## config.mk

```make
export PLATFORM = sky130hd
export DESIGN_NAME = fat_regs
export DESIGN_NICKNAME = d
export VERILOG_FILES = /design/src/hdl/fat_pkg.sv /design/src/hdl/fat_regs.sv /design/src/hdl/fat_limit_cmp.sv
export SDC_FILE = /design/constraint.sdc
export NUM_CORES = 1
export LEC_CHECK = 0
export ABC_AREA = 0
export BUFFER_PORTS_ARGS = -buffer_cell sky130_fd_sc_hd__buf_2
export CORE_UTILIZATION = 50
export DETAILED_ROUTE_END_ITERATION = 10
export PLACE_DENSITY = 0.71
export REMOVE_ABC_BUFFERS = 1
export SETUP_SLACK_MARGIN = 0.1
export SYNTH_ARGS = -nofsm -noshare
export SYNTH_HDL_FRONTEND = slang
export SYNTH_HIERARCHICAL = 1
export SYNTH_SLANG_ARGS = --single-unit
```

## constraint.sdc

```tcl
create_clock -name clk_sys -period 16.45 [get_ports clk_sys]
set_clock_uncertainty 0.1 [all_clocks]
set_input_delay 0.8225 -clock clk_sys [delete_from_list [all_inputs] [get_ports clk_sys]]
set_output_delay 0.8225 -clock clk_sys [all_outputs]
set_load 0.02 [all_outputs]
```

## src/hdl/fat_pkg.sv

```systemverilog
// Package with register map, field layout, reset values and limit scaling.
package fat_pkg;
  localparam int unsigned FAT_ADDR_W = 8;
  localparam int unsigned FAT_DATA_W = 8;
  localparam int unsigned FAT_NUM_REF = 14;
  localparam int unsigned FAT_OFS_W = 16;
  localparam logic [7:0] FAT_ADDR_ALL_LIMITS = 8'h49;
  localparam logic [7:0] FAT_ADDR_SEL_LIMITS = 8'h4A;
  localparam logic [7:0] FAT_ADDR_MON_CTRL = 8'h50;
  localparam logic [7:0] FAT_ADDR_SEL_REF = 8'h51;
  localparam logic [7:0] FAT_ADDR_SOFT_STS_LO = 8'h52;
  localparam logic [7:0] FAT_ADDR_SOFT_STS_HI = 8'h53;
  localparam logic [7:0] FAT_ADDR_HARD_STS_LO = 8'h54;
  localparam logic [7:0] FAT_ADDR_HARD_STS_HI = 8'h55;
  localparam logic [7:0] FAT_ADDR_IRQ_STS = 8'h56;
  localparam logic [7:0] FAT_ADDR_IRQ_CLR = 8'h57;
  localparam logic [7:0] FAT_ADDR_IRQ_EN = 8'h58;
  localparam int unsigned FAT_SOFT_MSB = 7;
  localparam int unsigned FAT_SOFT_LSB = 4;
  localparam int unsigned FAT_HARD_MSB = 3;
  localparam int unsigned FAT_HARD_LSB = 0;
  localparam int unsigned FAT_CTRL_HARD_EN_BIT = 0;
  localparam int unsigned FAT_CTRL_SOFT_EN_BIT = 1;
  localparam int unsigned FAT_IRQ_SOFT_BIT = 0;
  localparam int unsigned FAT_IRQ_HARD_BIT = 1;
  localparam logic [7:0] FAT_ALL_LIMITS_RST = 8'h23;
  localparam logic [7:0] FAT_SEL_LIMITS_RST = 8'h23;
  localparam logic [7:0] FAT_MON_CTRL_RST = 8'h03;
  localparam logic [3:0] FAT_SEL_REF_RST = 4'h0;
  // Offsets are in units of 0.01 ppm; steps are 3.8 ppm soft and 3.81 ppm hard.
  localparam logic [15:0] FAT_SOFT_STEP = 16'h017C;
  localparam logic [15:0] FAT_HARD_STEP = 16'h017D;
endpackage : fat_pkg

```

## src/hdl/fat_regs.sv

```systemverilog
// Frequency alarm limit registers with per-reference alarm status and interrupt.
`timescale 1ns/10ps
// Functional notes
// RULE_01: Read/write limit register with soft and hard fields for every reference.
// RULE_02: Soft limit for all inputs is (upper nibble plus one) times 3.8 ppm, symmetric.
// RULE_03: Soft code 0010 means plus or minus 11.4 ppm, the default soft setting.
// RULE_04: Hard limit is (lower nibble plus one) times 3.81 ppm; 0011 means 15.24 ppm.
// RULE_05: Second read/write limit register applies only to the selected reference.
// RULE_06: Selected reference is checked against its own soft limit nibble.
// RULE_07: Selected-register nibbles convert as (value plus one) times step, symmetric.
// RULE_08: Soft or hard status sets when offset magnitude exceeds the applicable limit.
// RULE_09: Soft alarms are generated only while the soft enable bit is one.
// RULE_10: Hard alarms are generated only while the hard enable bit is one.
module fat_regs
  import fat_pkg::*;
(
  // Clock and reset
  input wire logic clk_sys,
  input wire logic rst_n,
  // Register port
  input wire logic [FAT_ADDR_W-1:0] reg_addr,
  input wire logic [FAT_DATA_W-1:0] reg_wdata,
  input wire logic reg_wr,
  input wire logic reg_rd,
  output logic [FAT_DATA_W-1:0] reg_rdata,
  // Measurements, one signed offset per reference, valid with meas_valid
  input wire logic [FAT_NUM_REF*FAT_OFS_W-1:0] meas_offset,
  input wire logic meas_valid,
  // Alarm outputs
  output logic [FAT_NUM_REF-1:0] soft_alarm,
  output logic [FAT_NUM_REF-1:0] hard_alarm,
  output logic irq
);
  logic [7:0] all_limits;
  logic [7:0] sel_limits;
  logic [7:0] mon_ctrl;
  logic [3:0] sel_ref;
  logic [1:0] irq_sts;
  logic [1:0] irq_en;
  logic [FAT_DATA_W-1:0] next_reg_rdata;
  logic [7:0] next_all_limits;
  logic [7:0] next_sel_limits;
  logic [7:0] next_mon_ctrl;
  logic [3:0] next_sel_ref;
  logic [1:0] next_irq_sts;
  logic [1:0] next_irq_en;
  logic next_irq;
  logic [FAT_NUM_REF-1:0] soft_over;
  logic [FAT_NUM_REF-1:0] hard_over;
  logic [FAT_NUM_REF-1:0] next_soft_alarm;
  logic [FAT_NUM_REF-1:0] next_hard_alarm;
  logic [FAT_NUM_REF-1:0] soft_clr;
  logic [FAT_NUM_REF-1:0] hard_clr;
  logic soft_event;
  logic hard_event;
  logic soft_en;
  logic hard_en;

  assign soft_en = mon_ctrl[FAT_CTRL_SOFT_EN_BIT];
  assign hard_en = mon_ctrl[FAT_CTRL_HARD_EN_BIT];

  // Each reference uses the shared limits unless it is the selected one.
  genvar gi;
  generate
    for (gi = 0; gi < FAT_NUM_REF; gi++) begin : g_ref
      logic is_sel;
      logic [3:0] soft_code;
      logic [3:0] hard_code;
      assign is_sel = (sel_ref == 4'(gi + 1));
      assign soft_code = is_sel ? sel_limits[FAT_SOFT_MSB:FAT_SOFT_LSB] // RULE_06
                                : all_limits[FAT_SOFT_MSB:FAT_SOFT_LSB]; // RULE_01
      assign hard_code = is_sel ? sel_limits[FAT_HARD_MSB:FAT_HARD_LSB] // RULE_05
                                : all_limits[FAT_HARD_MSB:FAT_HARD_LSB];
      fat_limit_cmp u_cmp (
        .offset(meas_offset[gi*FAT_OFS_W +: FAT_OFS_W]),
        .soft_code(soft_code),
        .hard_code(hard_code),
        .soft_over(soft_over[gi]),
        .hard_over(hard_over[gi])
      );
    end
  endgenerate

  // Status bits are sticky; writing one to a status byte clears those bits.
  always_comb begin
    soft_clr = '0;
    hard_clr = '0;
    if (reg_wr) begin
      unique case (reg_addr)
        FAT_ADDR_SOFT_STS_LO: soft_clr[7:0] = reg_wdata;
        FAT_ADDR_SOFT_STS_HI: soft_clr[FAT_NUM_REF-1:8] = reg_wdata[FAT_NUM_REF-9:0];
        FAT_ADDR_HARD_STS_LO: hard_clr[7:0] = reg_wdata;
        FAT_ADDR_HARD_STS_HI: hard_clr[FAT_NUM_REF-1:8] = reg_wdata[FAT_NUM_REF-9:0];
        default: ;
      endcase
    end
  end

  // Alarm status update; a new alarm wins over a clear in the same cycle.
  always_comb begin
    next_soft_alarm = soft_alarm & ~soft_clr;
    next_hard_alarm = hard_alarm & ~hard_clr;
    soft_event = 1'b0;
    hard_event = 1'b0;
    if (meas_valid) begin
      if (soft_en) begin // RULE_09
        next_soft_alarm = next_soft_alarm | soft_over; // RULE_08
        soft_event = |(soft_over & ~soft_alarm);
      end
      if (hard_en) begin // RULE_10
        next_hard_alarm = next_hard_alarm | hard_over; // RULE_08
        hard_event = |(hard_over & ~hard_alarm);
      end
    end
  end

  // Register writes and interrupt bookkeeping.
  always_comb begin
    next_all_limits = all_limits;
    next_sel_limits = sel_limits;
    next_mon_ctrl = mon_ctrl;
    next_sel_ref = sel_ref;
    next_irq_en = irq_en;
    next_irq_sts = irq_sts;
    if (reg_wr) begin
      unique case (reg_addr)
        FAT_ADDR_ALL_LIMITS: next_all_limits = reg_wdata; // RULE_01
        FAT_ADDR_SEL_LIMITS: next_sel_limits = reg_wdata; // RULE_05
        FAT_ADDR_MON_CTRL: next_mon_ctrl = reg_wdata & 8'h03;
        FAT_ADDR_SEL_REF: next_sel_ref = reg_wdata[3:0];
        FAT_ADDR_IRQ_EN: next_irq_en = reg_wdata[1:0];
        FAT_ADDR_IRQ_CLR: next_irq_sts = irq_sts & ~reg_wdata[1:0];
        default: ;
      endcase
    end
    if (soft_event) begin
      next_irq_sts[FAT_IRQ_SOFT_BIT] = 1'b1;
    end
    if (hard_event) begin
      next_irq_sts[FAT_IRQ_HARD_BIT] = 1'b1;
    end
    next_irq = |(next_irq_sts & next_irq_en);
  end

  // Read data appear in the cycle after the read strobe; unmapped reads give zero.
  always_comb begin
    next_reg_rdata = '0;
    if (reg_rd) begin
      unique case (reg_addr)
        FAT_ADDR_ALL_LIMITS: next_reg_rdata = all_limits;
        FAT_ADDR_SEL_LIMITS: next_reg_rdata = sel_limits;
        FAT_ADDR_MON_CTRL: next_reg_rdata = mon_ctrl;
        FAT_ADDR_SEL_REF: next_reg_rdata = {4'h0, sel_ref};
        FAT_ADDR_SOFT_STS_LO: next_reg_rdata = soft_alarm[7:0];
        FAT_ADDR_SOFT_STS_HI: next_reg_rdata = {2'b00, soft_alarm[FAT_NUM_REF-1:8]};
        FAT_ADDR_HARD_STS_LO: next_reg_rdata = hard_alarm[7:0];
        FAT_ADDR_HARD_STS_HI: next_reg_rdata = {2'b00, hard_alarm[FAT_NUM_REF-1:8]};
        FAT_ADDR_IRQ_STS: next_reg_rdata = {6'h00, irq_sts};
        FAT_ADDR_IRQ_EN: next_reg_rdata = {6'h00, irq_en};
        default: next_reg_rdata = '0;
      endcase
    end
  end

  always_ff @(posedge clk_sys) begin
    if (!rst_n) begin
      all_limits <= FAT_ALL_LIMITS_RST; // RULE_03
      sel_limits <= FAT_SEL_LIMITS_RST;
      mon_ctrl <= FAT_MON_CTRL_RST;
      sel_ref <= FAT_SEL_REF_RST;
      irq_sts <= 2'h0;
      irq_en <= 2'h0;
      irq <= 1'b0;
      soft_alarm <= '0;
      hard_alarm <= '0;
      reg_rdata <= '0;
    end else begin
      all_limits <= next_all_limits;
      sel_limits <= next_sel_limits;
      mon_ctrl <= next_mon_ctrl;
      sel_ref <= next_sel_ref;
      irq_sts <= next_irq_sts;
      irq_en <= next_irq_en;
      irq <= next_irq;
      soft_alarm <= next_soft_alarm;
      hard_alarm <= next_hard_alarm;
      reg_rdata <= next_reg_rdata;
    end
  end
endmodule : fat_regs

```

## src/hdl/fat_limit_cmp.sv

```systemverilog
// Compares one signed offset magnitude against a soft and a hard limit code.
`timescale 1ns/10ps
module fat_limit_cmp
  import fat_pkg::*;
(
  // Measurement
  input wire logic [FAT_OFS_W-1:0] offset,
  // Limit codes
  input wire logic [3:0] soft_code,
  input wire logic [3:0] hard_code,
  // Results
  output logic soft_over,
  output logic hard_over
);
  logic [FAT_OFS_W-1:0] mag;
  logic [FAT_OFS_W+4:0] soft_lim;
  logic [FAT_OFS_W+4:0] hard_lim;

  always_comb begin
    mag = offset[FAT_OFS_W-1] ? FAT_OFS_W'(-offset) : offset;
    soft_lim = (FAT_OFS_W+5)'(({1'b0, soft_code} + 5'h01) * FAT_SOFT_STEP); // RULE_02
    hard_lim = (FAT_OFS_W+5)'(({1'b0, hard_code} + 5'h01) * FAT_HARD_STEP); // RULE_04
    soft_over = {5'h00, mag} > soft_lim; // RULE_07
    hard_over = {5'h00, mag} > hard_lim; // RULE_07
  end
endmodule : fat_limit_cmp

```

After elaboration in Yosys (flattened, before gate mapping)
Index checks and enable logic that the tools add are counted.
- bitwise logic cells: 13
- multiplexer cells: 63
- equality and inequality tests: 25
- $add $sub $neg: 42
- reduce and logical (&&, ||, !) cells: 8
- $lt $le $gt $ge: 28
- multiply operators: 28
- operator list (kind ; count):
    16-bit by 21-bit > comparator with 1-bit output ; 28
    21-bit by 7-bit multiplier with 19-bit output, second input constant ; 14
    21-bit by 9-bit multiplier with 21-bit output, second input constant ; 14
    16-bit two-way mux ; 14
    16-bit negation ; 14
    4-bit by 1-bit adder with 5-bit output, second input constant ; 28
    4-bit two-way mux ; 28
    8-bit by 7-bit equality test with 1-bit output, second input constant ; 11
    14-bit two-way mux ; 6
    8-bit one-hot mux with 10 select lines ; 1
    14-bit AND ; 4
    14-bit inverter ; 4
    4-bit equality test, second input constant ; 7
    14-bit bitwise OR ; 2
    14-bit OR reduction ; 2
    4-bit by 3-bit equality test with 1-bit output, second input constant ; 4
    8-bit two-way mux ; 2
    6-bit two-way mux ; 2
    2-bit AND reduction ; 5
    4-bit by 2-bit equality test with 1-bit output, second input constant ; 2
    2-bit two-way mux ; 4
    1-bit two-way mux ; 6
    2-bit AND ; 2
    4-bit by 1-bit equality test with 1-bit output, second input constant ; 1
    other kinds (2) ; 2
- output and inout port bits: 37
- logic and storage cells: 217
- register bits: 63
- input bits: 245

Depth between registers and ports, before layout
Gate-level depths: netlist (run 1).
- word-level depth: 12
- mapped depth: 32
- gate-level depth less buffers: 31

Hierarchy
The synthesis (run 1) kept the hierarchy.
- by module, submodules not included (module ; sequential area each (um^2) ; instances ; area each (um^2) ; cells each):
    fat_limit_cmp (g_ref[0].u_cmp ...) ; 0.0 ; 6 ; 2760.1 ; 337
    fat_limit_cmp (g_ref[5].u_cmp ...) ; 0.0 ; 2 ; 2680.1 ; 311
    fat_regs ; 1261.2 ; 1 ; 4544.4 ; 545
    fat_limit_cmp (g_ref[2].u_cmp) ; 0.0 ; 1 ; 2821.5 ; 345
    fat_limit_cmp (g_ref[9].u_cmp) ; 0.0 ; 1 ; 2795.2 ; 334
    fat_limit_cmp (g_ref[7].u_cmp) ; 0.0 ; 1 ; 2726.4 ; 321
    fat_limit_cmp (g_ref[3].u_cmp) ; 0.0 ; 1 ; 2716.4 ; 322
    fat_limit_cmp (g_ref[8].u_cmp) ; 0.0 ; 1 ; 2683.8 ; 317
    fat_limit_cmp (g_ref[4].u_cmp) ; 0.0 ; 1 ; 2678.8 ; 313

Worst setup path before layout (run 1)
OpenSTA, ideal clock, no wires.
- path type: register -> register
- from: reg sel_ref[1]
- to: reg irq
- setup slack: 9.073 ns
- stages on the path, launching flop included: 32
- required time: 16.233 ns
- library setup time: 0.117 ns
- path buffers: 2
- arrival time: 7.160 ns
- period minus slack after synthesis: 7.377 ns
- cell sequence: dfxtp_1 -> clkbuf_1 -> nand2b_1 -> or2_2 -> clkbuf_1 -> mux2_2 -> ha_1 -> xnor2_1 -> inv_1 -> fa_1 -> inv_1 -> fa_1 -> fa_1 -> inv_1 -> ha_1 -> a21oi_1 -> o221ai_1 -> a211oi_1 -> nor4b_1 -> a311oi_1 -> ha_1 -> a21o_1 -> a21oi_1 -> o21ai_0 -> a2111oi_0 -> o21ai_1 -> inv_1 -> o22ai_1 -> nor3_1 -> nand3_1 -> a22o_1 -> a22o_1
- word-level cells in the longest chain between the ends: 12
- elaborated cells between the ends (all ways): 138
- classes of those cells: add/sub: 28; mul: 28; order compare: 28; eq/ne: 14; mux: 34; bitwise: 3; reduce/logical: 3
- RTL lines (element ; RTL line ; text):
    from (decl) ; fat_regs.sv:37 ; logic [3:0] sel_ref;
    from (signal assigned) ; fat_regs.sv:181 ; sel_ref <= next_sel_ref;
    4-bit equality test ; fat_regs.sv:69 ; assign is_sel = (sel_ref == 4'(gi + 1));
    4-bit two-way mux ; fat_regs.sv:72 ; assign hard_code = is_sel ? sel_limits[FAT_HARD_MSB:FAT_HARD_LSB]
    named net g_ref[12].hard_code[0] ; fat_regs.sv:68 ; logic [3:0] hard_code;
    4-bit by 1-bit adder with 5-bit output ; fat_limit_cmp.sv:22 ; hard_lim = (FAT_OFS_W+5)'(({1'b0, hard_code} + 5'h01) * FAT_HARD_STEP);
    21-bit by 9-bit multiplier with 21-bit output ; fat_limit_cmp.sv:22 ;
    16-bit by 21-bit > comparator with 1-bit output ; fat_limit_cmp.sv:24 ; hard_over = {5'h00, mag} > hard_lim;
    named net hard_over[12] ; fat_regs.sv:49 ; logic [FAT_NUM_REF-1:0] hard_over;
    14-bit AND ; fat_regs.sv:112 ; hard_event = |(hard_over & ~hard_alarm);
    14-bit OR reduction ; fat_regs.sv:112 ;
    1-bit two-way mux ; fat_regs.sv:110 ; if (hard_en) begin
    1-bit two-way mux ; fat_regs.sv:105 ; if (meas_valid) begin
    1-bit two-way mux ; fat_regs.sv:139 ; if (hard_event) begin
    2-bit AND ; fat_regs.sv:142 ; next_irq = |(next_irq_sts & next_irq_en);
    2-bit OR reduction ; fat_regs.sv:142 ;
    to (signal assigned) ; fat_regs.sv:184 ; irq <= next_irq;
    to (decl) ; fat_regs.sv:32 ; output logic irq
The timed path passes the listed nets, and every way through them passes these cells.
A chain may end at the register's enable or synchronous reset.

Final worst setup path (run 1)
- from: reg sel_ref[0]
- to: reg irq
- word-level cells in the longest chain between the ends: 12
- elaborated cells between the ends (all ways): 138
- classes of those cells: add/sub: 28; mul: 28; order compare: 28; eq/ne: 14; mux: 34; bitwise: 3; reduce/logical: 3
- RTL lines (element ; RTL line):
    4-bit equality test ; fat_regs.sv:69
    4-bit two-way mux ; fat_regs.sv:72
    named net g_ref[8].hard_code[0] ; fat_regs.sv:68
    4-bit by 1-bit adder with 5-bit output ; fat_limit_cmp.sv:22
    21-bit by 9-bit multiplier with 21-bit output ; fat_limit_cmp.sv:22
    16-bit by 21-bit > comparator with 1-bit output ; fat_limit_cmp.sv:24
    named net hard_over[8] ; fat_regs.sv:49
    14-bit AND ; fat_regs.sv:112
    14-bit OR reduction ; fat_regs.sv:112
    1-bit two-way mux ; fat_regs.sv:110
    1-bit two-way mux ; fat_regs.sv:105
    1-bit two-way mux ; fat_regs.sv:139
    2-bit AND ; fat_regs.sv:142
    2-bit OR reduction ; fat_regs.sv:142
The timed path passes the listed nets, and every way through them passes these cells.

==> results.yml, run 1 <==
setup_path:
  cp.arrival_ns: 8.57
  path_max_fanout: 8
  worst-setup-path-type: "reg2reg"
  worst_setup_path_start_kind: "flip-flop"
  cp_data_required_time_ns: 16.58
  crit_family: "adder cells"
  cp_slowest_cell: "fa_1"
  crit_path_end_kind: "flip-flop"
  cp_common_cell: "inv_1"
  critPathMaxStageDelay_ns: 0.60
  crit_buf_inv: 4
logic_synthesis:
  synth-async-reset-ratio_pct: 0
  synth.distinct_cells: 82
  synth_edf_count: 0
  synth_compound_area_share_pct: 15.41
  syn_inst: 5141
  yosys.area_share.simple_pct: 15.83
  synth_top_family_by_area: "adder cells"
  synth.area.mux_share_pct: 3.317
  synthAdderAreaFrac_pct: 46.40
  syn-cell-area_um2: 42890
  yosysSeqAreaShare_pct: 2.941
  ys_warn_count: 6
  synth_xor_xnor_area_share_pct: 9.292
  syn_avg_cell_area_um2: 8.342
  ys_ff_latch: 63
  yosys_most_used_dff: "dfxtp_1"
finish:
  layout_common_cells: "ha_1, inv_1, xnor2_1, nand2_1, fa_1"
  multi_input_area_um2: 38700
  fillers: 7936
  syn_to_final_growth_pct: 6.786
  seqCellArea_um2: 1261
  final_util_pct: 53.87
  drive_above_1_share_pct: 9.155
  nets: 7028
  final_common_cell: "ha_1"
global_routing:
  grt_overflow: 0
  grt_max_degree: 58
  grt_pass1_wl_mm: 179.5
  grt_pass1_vias: 35967
  grtUsageTotal_pct: 25.34
  antenna_found_initial: 14
timing:
  slew_violations: 0
  period_share_pct: 51.31
  setup_viol: 0
  hold_viol: 0
  grt_setup_unrepaired: "false"
  max_freq_mhz: 118.5
  tightest_slew_ns: 1.119
  period_minus_slack_ns: 8.441
  worst_slack_ns: 8.009
  holdWs_ns: 0.4003
  max-slew-margin-rel_pct: 25.28
  tns_ns: 0
place:
  detailed_place_hpwl_mm: 95.97
  finalWeightedCongestion: 0.9422
  dp_slack_ns: 8.084
  port_buffers: 281
floorplanning:
  die_w_um: 294.9
  die_area_um2: 86950
  core_um2: 85010
  ioPinCount: 282
  dieHeight_um: 294.9
  core.rowCount: 107
  start_util_pct: 50.45
run:
  max_cap_viol_count: 0
power:
  power_density_nw_per_um2: 19.85
  p_leak_nw: 22.57
  peakVddDrop_mv: 0.04766
routing:
  first_iter_violations: 1917
  post_drt_wl_per_cell_um: 16.91
  wirelength_mm: 110.3
  drt_first_pass_iters: 6
  drc_errors: 0
  vias: 36891
  final_antenna_net_count: 0
  viasPerCell: 5.657
cts:
  cts.clk_slew.worst_paths_ns: 0.05
  cts_inserted_buffers: 9
  worstSkewPairLatency_ns: 0.34
  cts.hold.buffers_added: 0
  cts_root_buf: "clkbuf_16"
  cts_tree: "yes"
  clk_path_buf_depth: 2
  cts_resized: 0
  clock_sinks: 63
  htreeDepth: 3
  postCtsSetupBuffers: 0
min_path:
  worstHoldPathType: "reg2reg"
outcome:
  status: "completed"
==> power by group <==
group / internal [mW] / leakage (nW) / switching (mW) / total (mW)
registers: 0.161 / 0.517 / 0.0103 / 0.171
logic: 0.219 / 21.9 / 0.322 / 0.541
clock network: 0.129 / 0.156 / 0.0682 / 0.197
==> synth_stat cells (all sizes together), types with 9 or more instances <==
master   instances  area [um^2]
a2111oi         11        96.34
a211o           14        122.6
a211oi          38        285.3
a21boi          46        345.3
a21o            52        390.4
a21oi          219         1096
a221oi          10        87.58
a22oi           19        162.7
a311oi          13        113.9
a31oi            9        56.30
a41o            10        100.1
and2            25        156.4
and3            37        231.5
clkbuf          62        234.0
dfxtp           63         1261
fa             294         5886
ha            1120        14010
inv            709         2661
mux2           113         1272
mux2i           15        150.1
nand2          348         1314
nand2b          65        406.6
nand3          138        690.7
nand3b          28        210.2
nand4           91        569.3
nor2           236        895.9
nor2b           93        581.8
nor3            64        350.3
nor4            29        181.4
nor4b           21        205.2
o2111ai         21        183.9
o211ai          35        262.8
o21a            38        285.3
o21ai          309         1546
o221ai          17        148.9
o22ai           13        81.33
o31ai           67        508.0
o41ai           39        450.4
or2             17        108.9
or3             34        247.7
or4             39        371.6
xnor2          358         3136
xor2            97        849.6
==> layer usage <==
metal  routed length (um)  share of wire (%)  GRT usage, %
met1                49100                 45         32.37
met2                51020                 46         43.06
met3                 6608                6.0         4.743
met4                 3407                3.1         7.393
met5                  134               0.12             0
==> path summary, 6_finish.rpt <==
path / startpoint / end / slack, ns / cells after the start
hold / removal: mon_ctrl[0] / mon_ctrl[0] / 0.40 / 2
setup / recovery: sel_ref[0] / irq / 8.01 / 29
hold reg to reg: mon_ctrl[0] / mon_ctrl[0] / 0.40 / 2
setup reg to reg: sel_ref[0] / irq / 8.01 / 29
==> worst min-delay path: cells and delay by family, from the launching register on <==
family,cells,cell delay (ns)
AND/OR/NAND/NOR,1,0.06
multiplexers,1,0.07
flip-flops,1,0.34
==> layout make-up <==
| cell class | count | share of cell area [%] |
|---|---|---|
| diodes | 3 | 0.01639 |
| clock buffers | 13 | 0.5901 |
| clock inverters | 3 | 0.08742 |
| inverters | 709 | 5.811 |
| multi-input cells | 4303 | 84.51 |
| flip-flops and latches | 63 | 2.754 |
| well taps | 1144 | 3.125 |
| repair buffers | 283 | 3.104 |
==> flip-flops by register name (all words and copies together), names as in the netlist <==
| signal | count |
|---|---|
| mon_ctrl | 2 |
| all_limits | 8 |
| irq_sts | 2 |
| soft_alarm | 14 |
| sel_limits | 8 |
| reg_rdata | 8 |
| irq | 1 |
| sel_ref | 4 |
| irq_en | 2 |
| hard_alarm | 14 |
==> cells by family after synthesis <==
logic type / Yosys count
compound gates: 1012
xor+xnor: 455
fa+ha+maj: 1414
buf+inv: 775
flops: 63
mux: 128
simple gates: 1294
==> stage by stage <==
stage / std cells / power (mW) / area [um^2]
final: 6521 / 0.9090 / 45800
after global routing: 6518 / 0.9866 / 45790
after detailed placement: 6502 / 0.7079 / 45480
after CTS: 6518 / 0.9065 / 45790
after floorplan: 5075 / 0.5187 / 42630
after global placement: 6502 / 0.6953 / 45480
No activity file was read; power rests on OpenSTA's default activity.
==> run 2: changes to the inputs <==
PLACE_DENSITY = 0.73   (was 0.71)
clock period = 7.7 ns   (was 16.45 ns; I/O delays follow)
==> results.yml, run 2 (synthesis results as in run 1) <==
finish:
  drive_above_1_share_pct: 13.29
  syn_to_final_growth_pct: 10.70
  final_cells: 6656
  final_common_cell: "ha_1"
  layout_common_cells: "ha_1, inv_1, xnor2_1, nand2_1, buf_2"
  design_area_um2: 47470
  fillers: 7755
  final_util_pct: 55.84
  reg.largest.list: "hard_alarm x14, soft_alarm x14"
  nets: 7160
power:
  power_density_nw_per_um2: 42.75
  peakVddDrop_mv: 0.1017
  p_leak_nw: 23.43
global_routing:
  grt_max_degree: 58
  grt_overflow: 0
  grt_pass1_wl_mm: 180.9
  antenna_found_initial: 14
  grtUsageTotal_pct: 25.46
  grt_pass1_vias: 36138
place:
  place_area_um2: 46330
  port_buffers: 281
  finalWeightedCongestion: 0.9665
  dp_cells: 6610
  detailed_place_hpwl_mm: 97.73
cts:
  clk_path_buf_depth: 2
  cts_tree: "yes"
  worstSkewPairLatency_ns: 0.33
  htreeDepth: 3
  clock_sinks: 63
  cts_inserted_buffers: 9
  cts.hold.buffers_added: 0
  cts_root_buf: "clkbuf_16"
  cts.clk_slew.worst_paths_ns: 0.05
routing:
  wl_met2_mm: 51.86
  wirelength_mm: 113.4
  drc_errors: 0
  vias: 37600
  final_antenna_net_count: 0
  route.met3.wl_mm: 7.805
  viasPerCell: 5.649
  met1Wirelength_mm: 50.85
  drt_first_pass_iters: 7
  post_drt_wl_per_cell_um: 17.04
  top_layer: "met5"
  first_iter_violations: 2091
setup_path:
  cp_common_cell: "inv_1"
  crit_path_end_kind: "flip-flop"
  cp_slowest_cell: "fa_2"
  cp.arrival_ns: 7.50
  path_max_fanout: 7
  crit_buf_inv: 6
  critPathMaxStageDelay_ns: 0.63
  worst-setup-path-type: "reg2reg"
  crit_family: "compound AO/OA/AOI/OAI gates"
  cp_data_required_time_ns: 7.82
  worst_setup_path_start_kind: "flip-flop"
timing:
  holdWs_ns: 0.2464
  period_share_pct: 95.79
  period_minus_slack_ns: 7.376
  setup_viol: 0
  max-slew-margin-rel_pct: 45.45
  max_freq_mhz: 135.6
  tightest_slew_ns: 0.8182
  hold_viol: 0
  slew_violations: 0
floorplanning:
  dieHeight_um: 294.9
  core_um2: 85010
  core.rowCount: 107
  die_area_um2: 86950
  ioPinCount: 282
  start_util_pct: 50.45
  die_w_um: 294.9
min_path:
  worstHoldPathType: "in2reg"
outcome:
  status: "completed"
run:
  max_cap_viol_count: 0
==> run 2: area by class of cell <==
| type | count | area (um^2) | area share [%] |
|---|---|---|---|
| timing repair buffer | 415 | 2476 | 5.216 |
| antenna | 6 | 15.01 | 0.03163 |
| sequential | 63 | 1276 | 2.688 |
| clock buffer | 14 | 284.0 | 0.5983 |
| multi-input combinational | 4303 | 39270 | 82.72 |
| inverter | 709 | 2661 | 5.606 |
| tap | 1144 | 1431 | 3.015 |
| clock inverter | 2 | 60.06 | 0.1265 |
==> run 2: worst paths after layout <==
| check | startpoint | to | slack [ns] | cells past startpoint |
|---|---|---|---|---|
| worst max-delay path | sel_ref[3] | irq | 0.32 | 30 |
| worst min-delay path | reg_wdata[6] | sel_limits[6] | 0.25 | 3 |
| worst max register to register | sel_ref[3] | irq | 0.32 | 30 |
| worst min register to register | soft_alarm[9] | soft_alarm[9] | 0.43 | 2 |
==> run 2: timing repair <==
action                                  CTS  global route
endpoints found under the setup margin    3             3
gates resized for setup                  19           140
pin swaps                                 7            60
setup buffers                             3            21
==> run 2: worst reg2reg max path: cells and delay by family (launching register included) <==
family | cells | cell delay [ns]
and+or+nand+nor | 3 | 0.41
adders and majority gates | 6 | 2.45
DFF | 1 | 0.39
muxes | 1 | 0.37
AOI/OAI and AO/OA | 13 | 2.73
xor gates and xnor gates | 1 | 0.17
buffers and inverters | 6 | 0.65
==> run 2: per-layer routing <==
layer	track usage (%)	vias up
li1	-	18820
met1	33.98	17687
met2	42.93	901
met3	3.951	180
met4	5.551	12
met5	0	-
==> run 2: per-stage QoR <==
step                total power, mW  worst slack, ns  setup TNS, ns
floorplan                     1.108           0.4654              0
global placement              1.485         -0.04206       -0.06065
detailed placement            1.514          -0.2619        -0.5025
CTS                           1.988           0.1060              0
global route                  2.179         -0.01539       -0.01539
finish                        2.030           0.3241              0
==> run 2: power by group <==
part / internal (mW) / switching (mW) / total, mW
clock network: 0.319 / 0.149 / 0.468
registers: 0.341 / 0.0255 / 0.367
logic: 0.490 / 0.704 / 1.19
total: 1.15 / 0.879 / 2.03
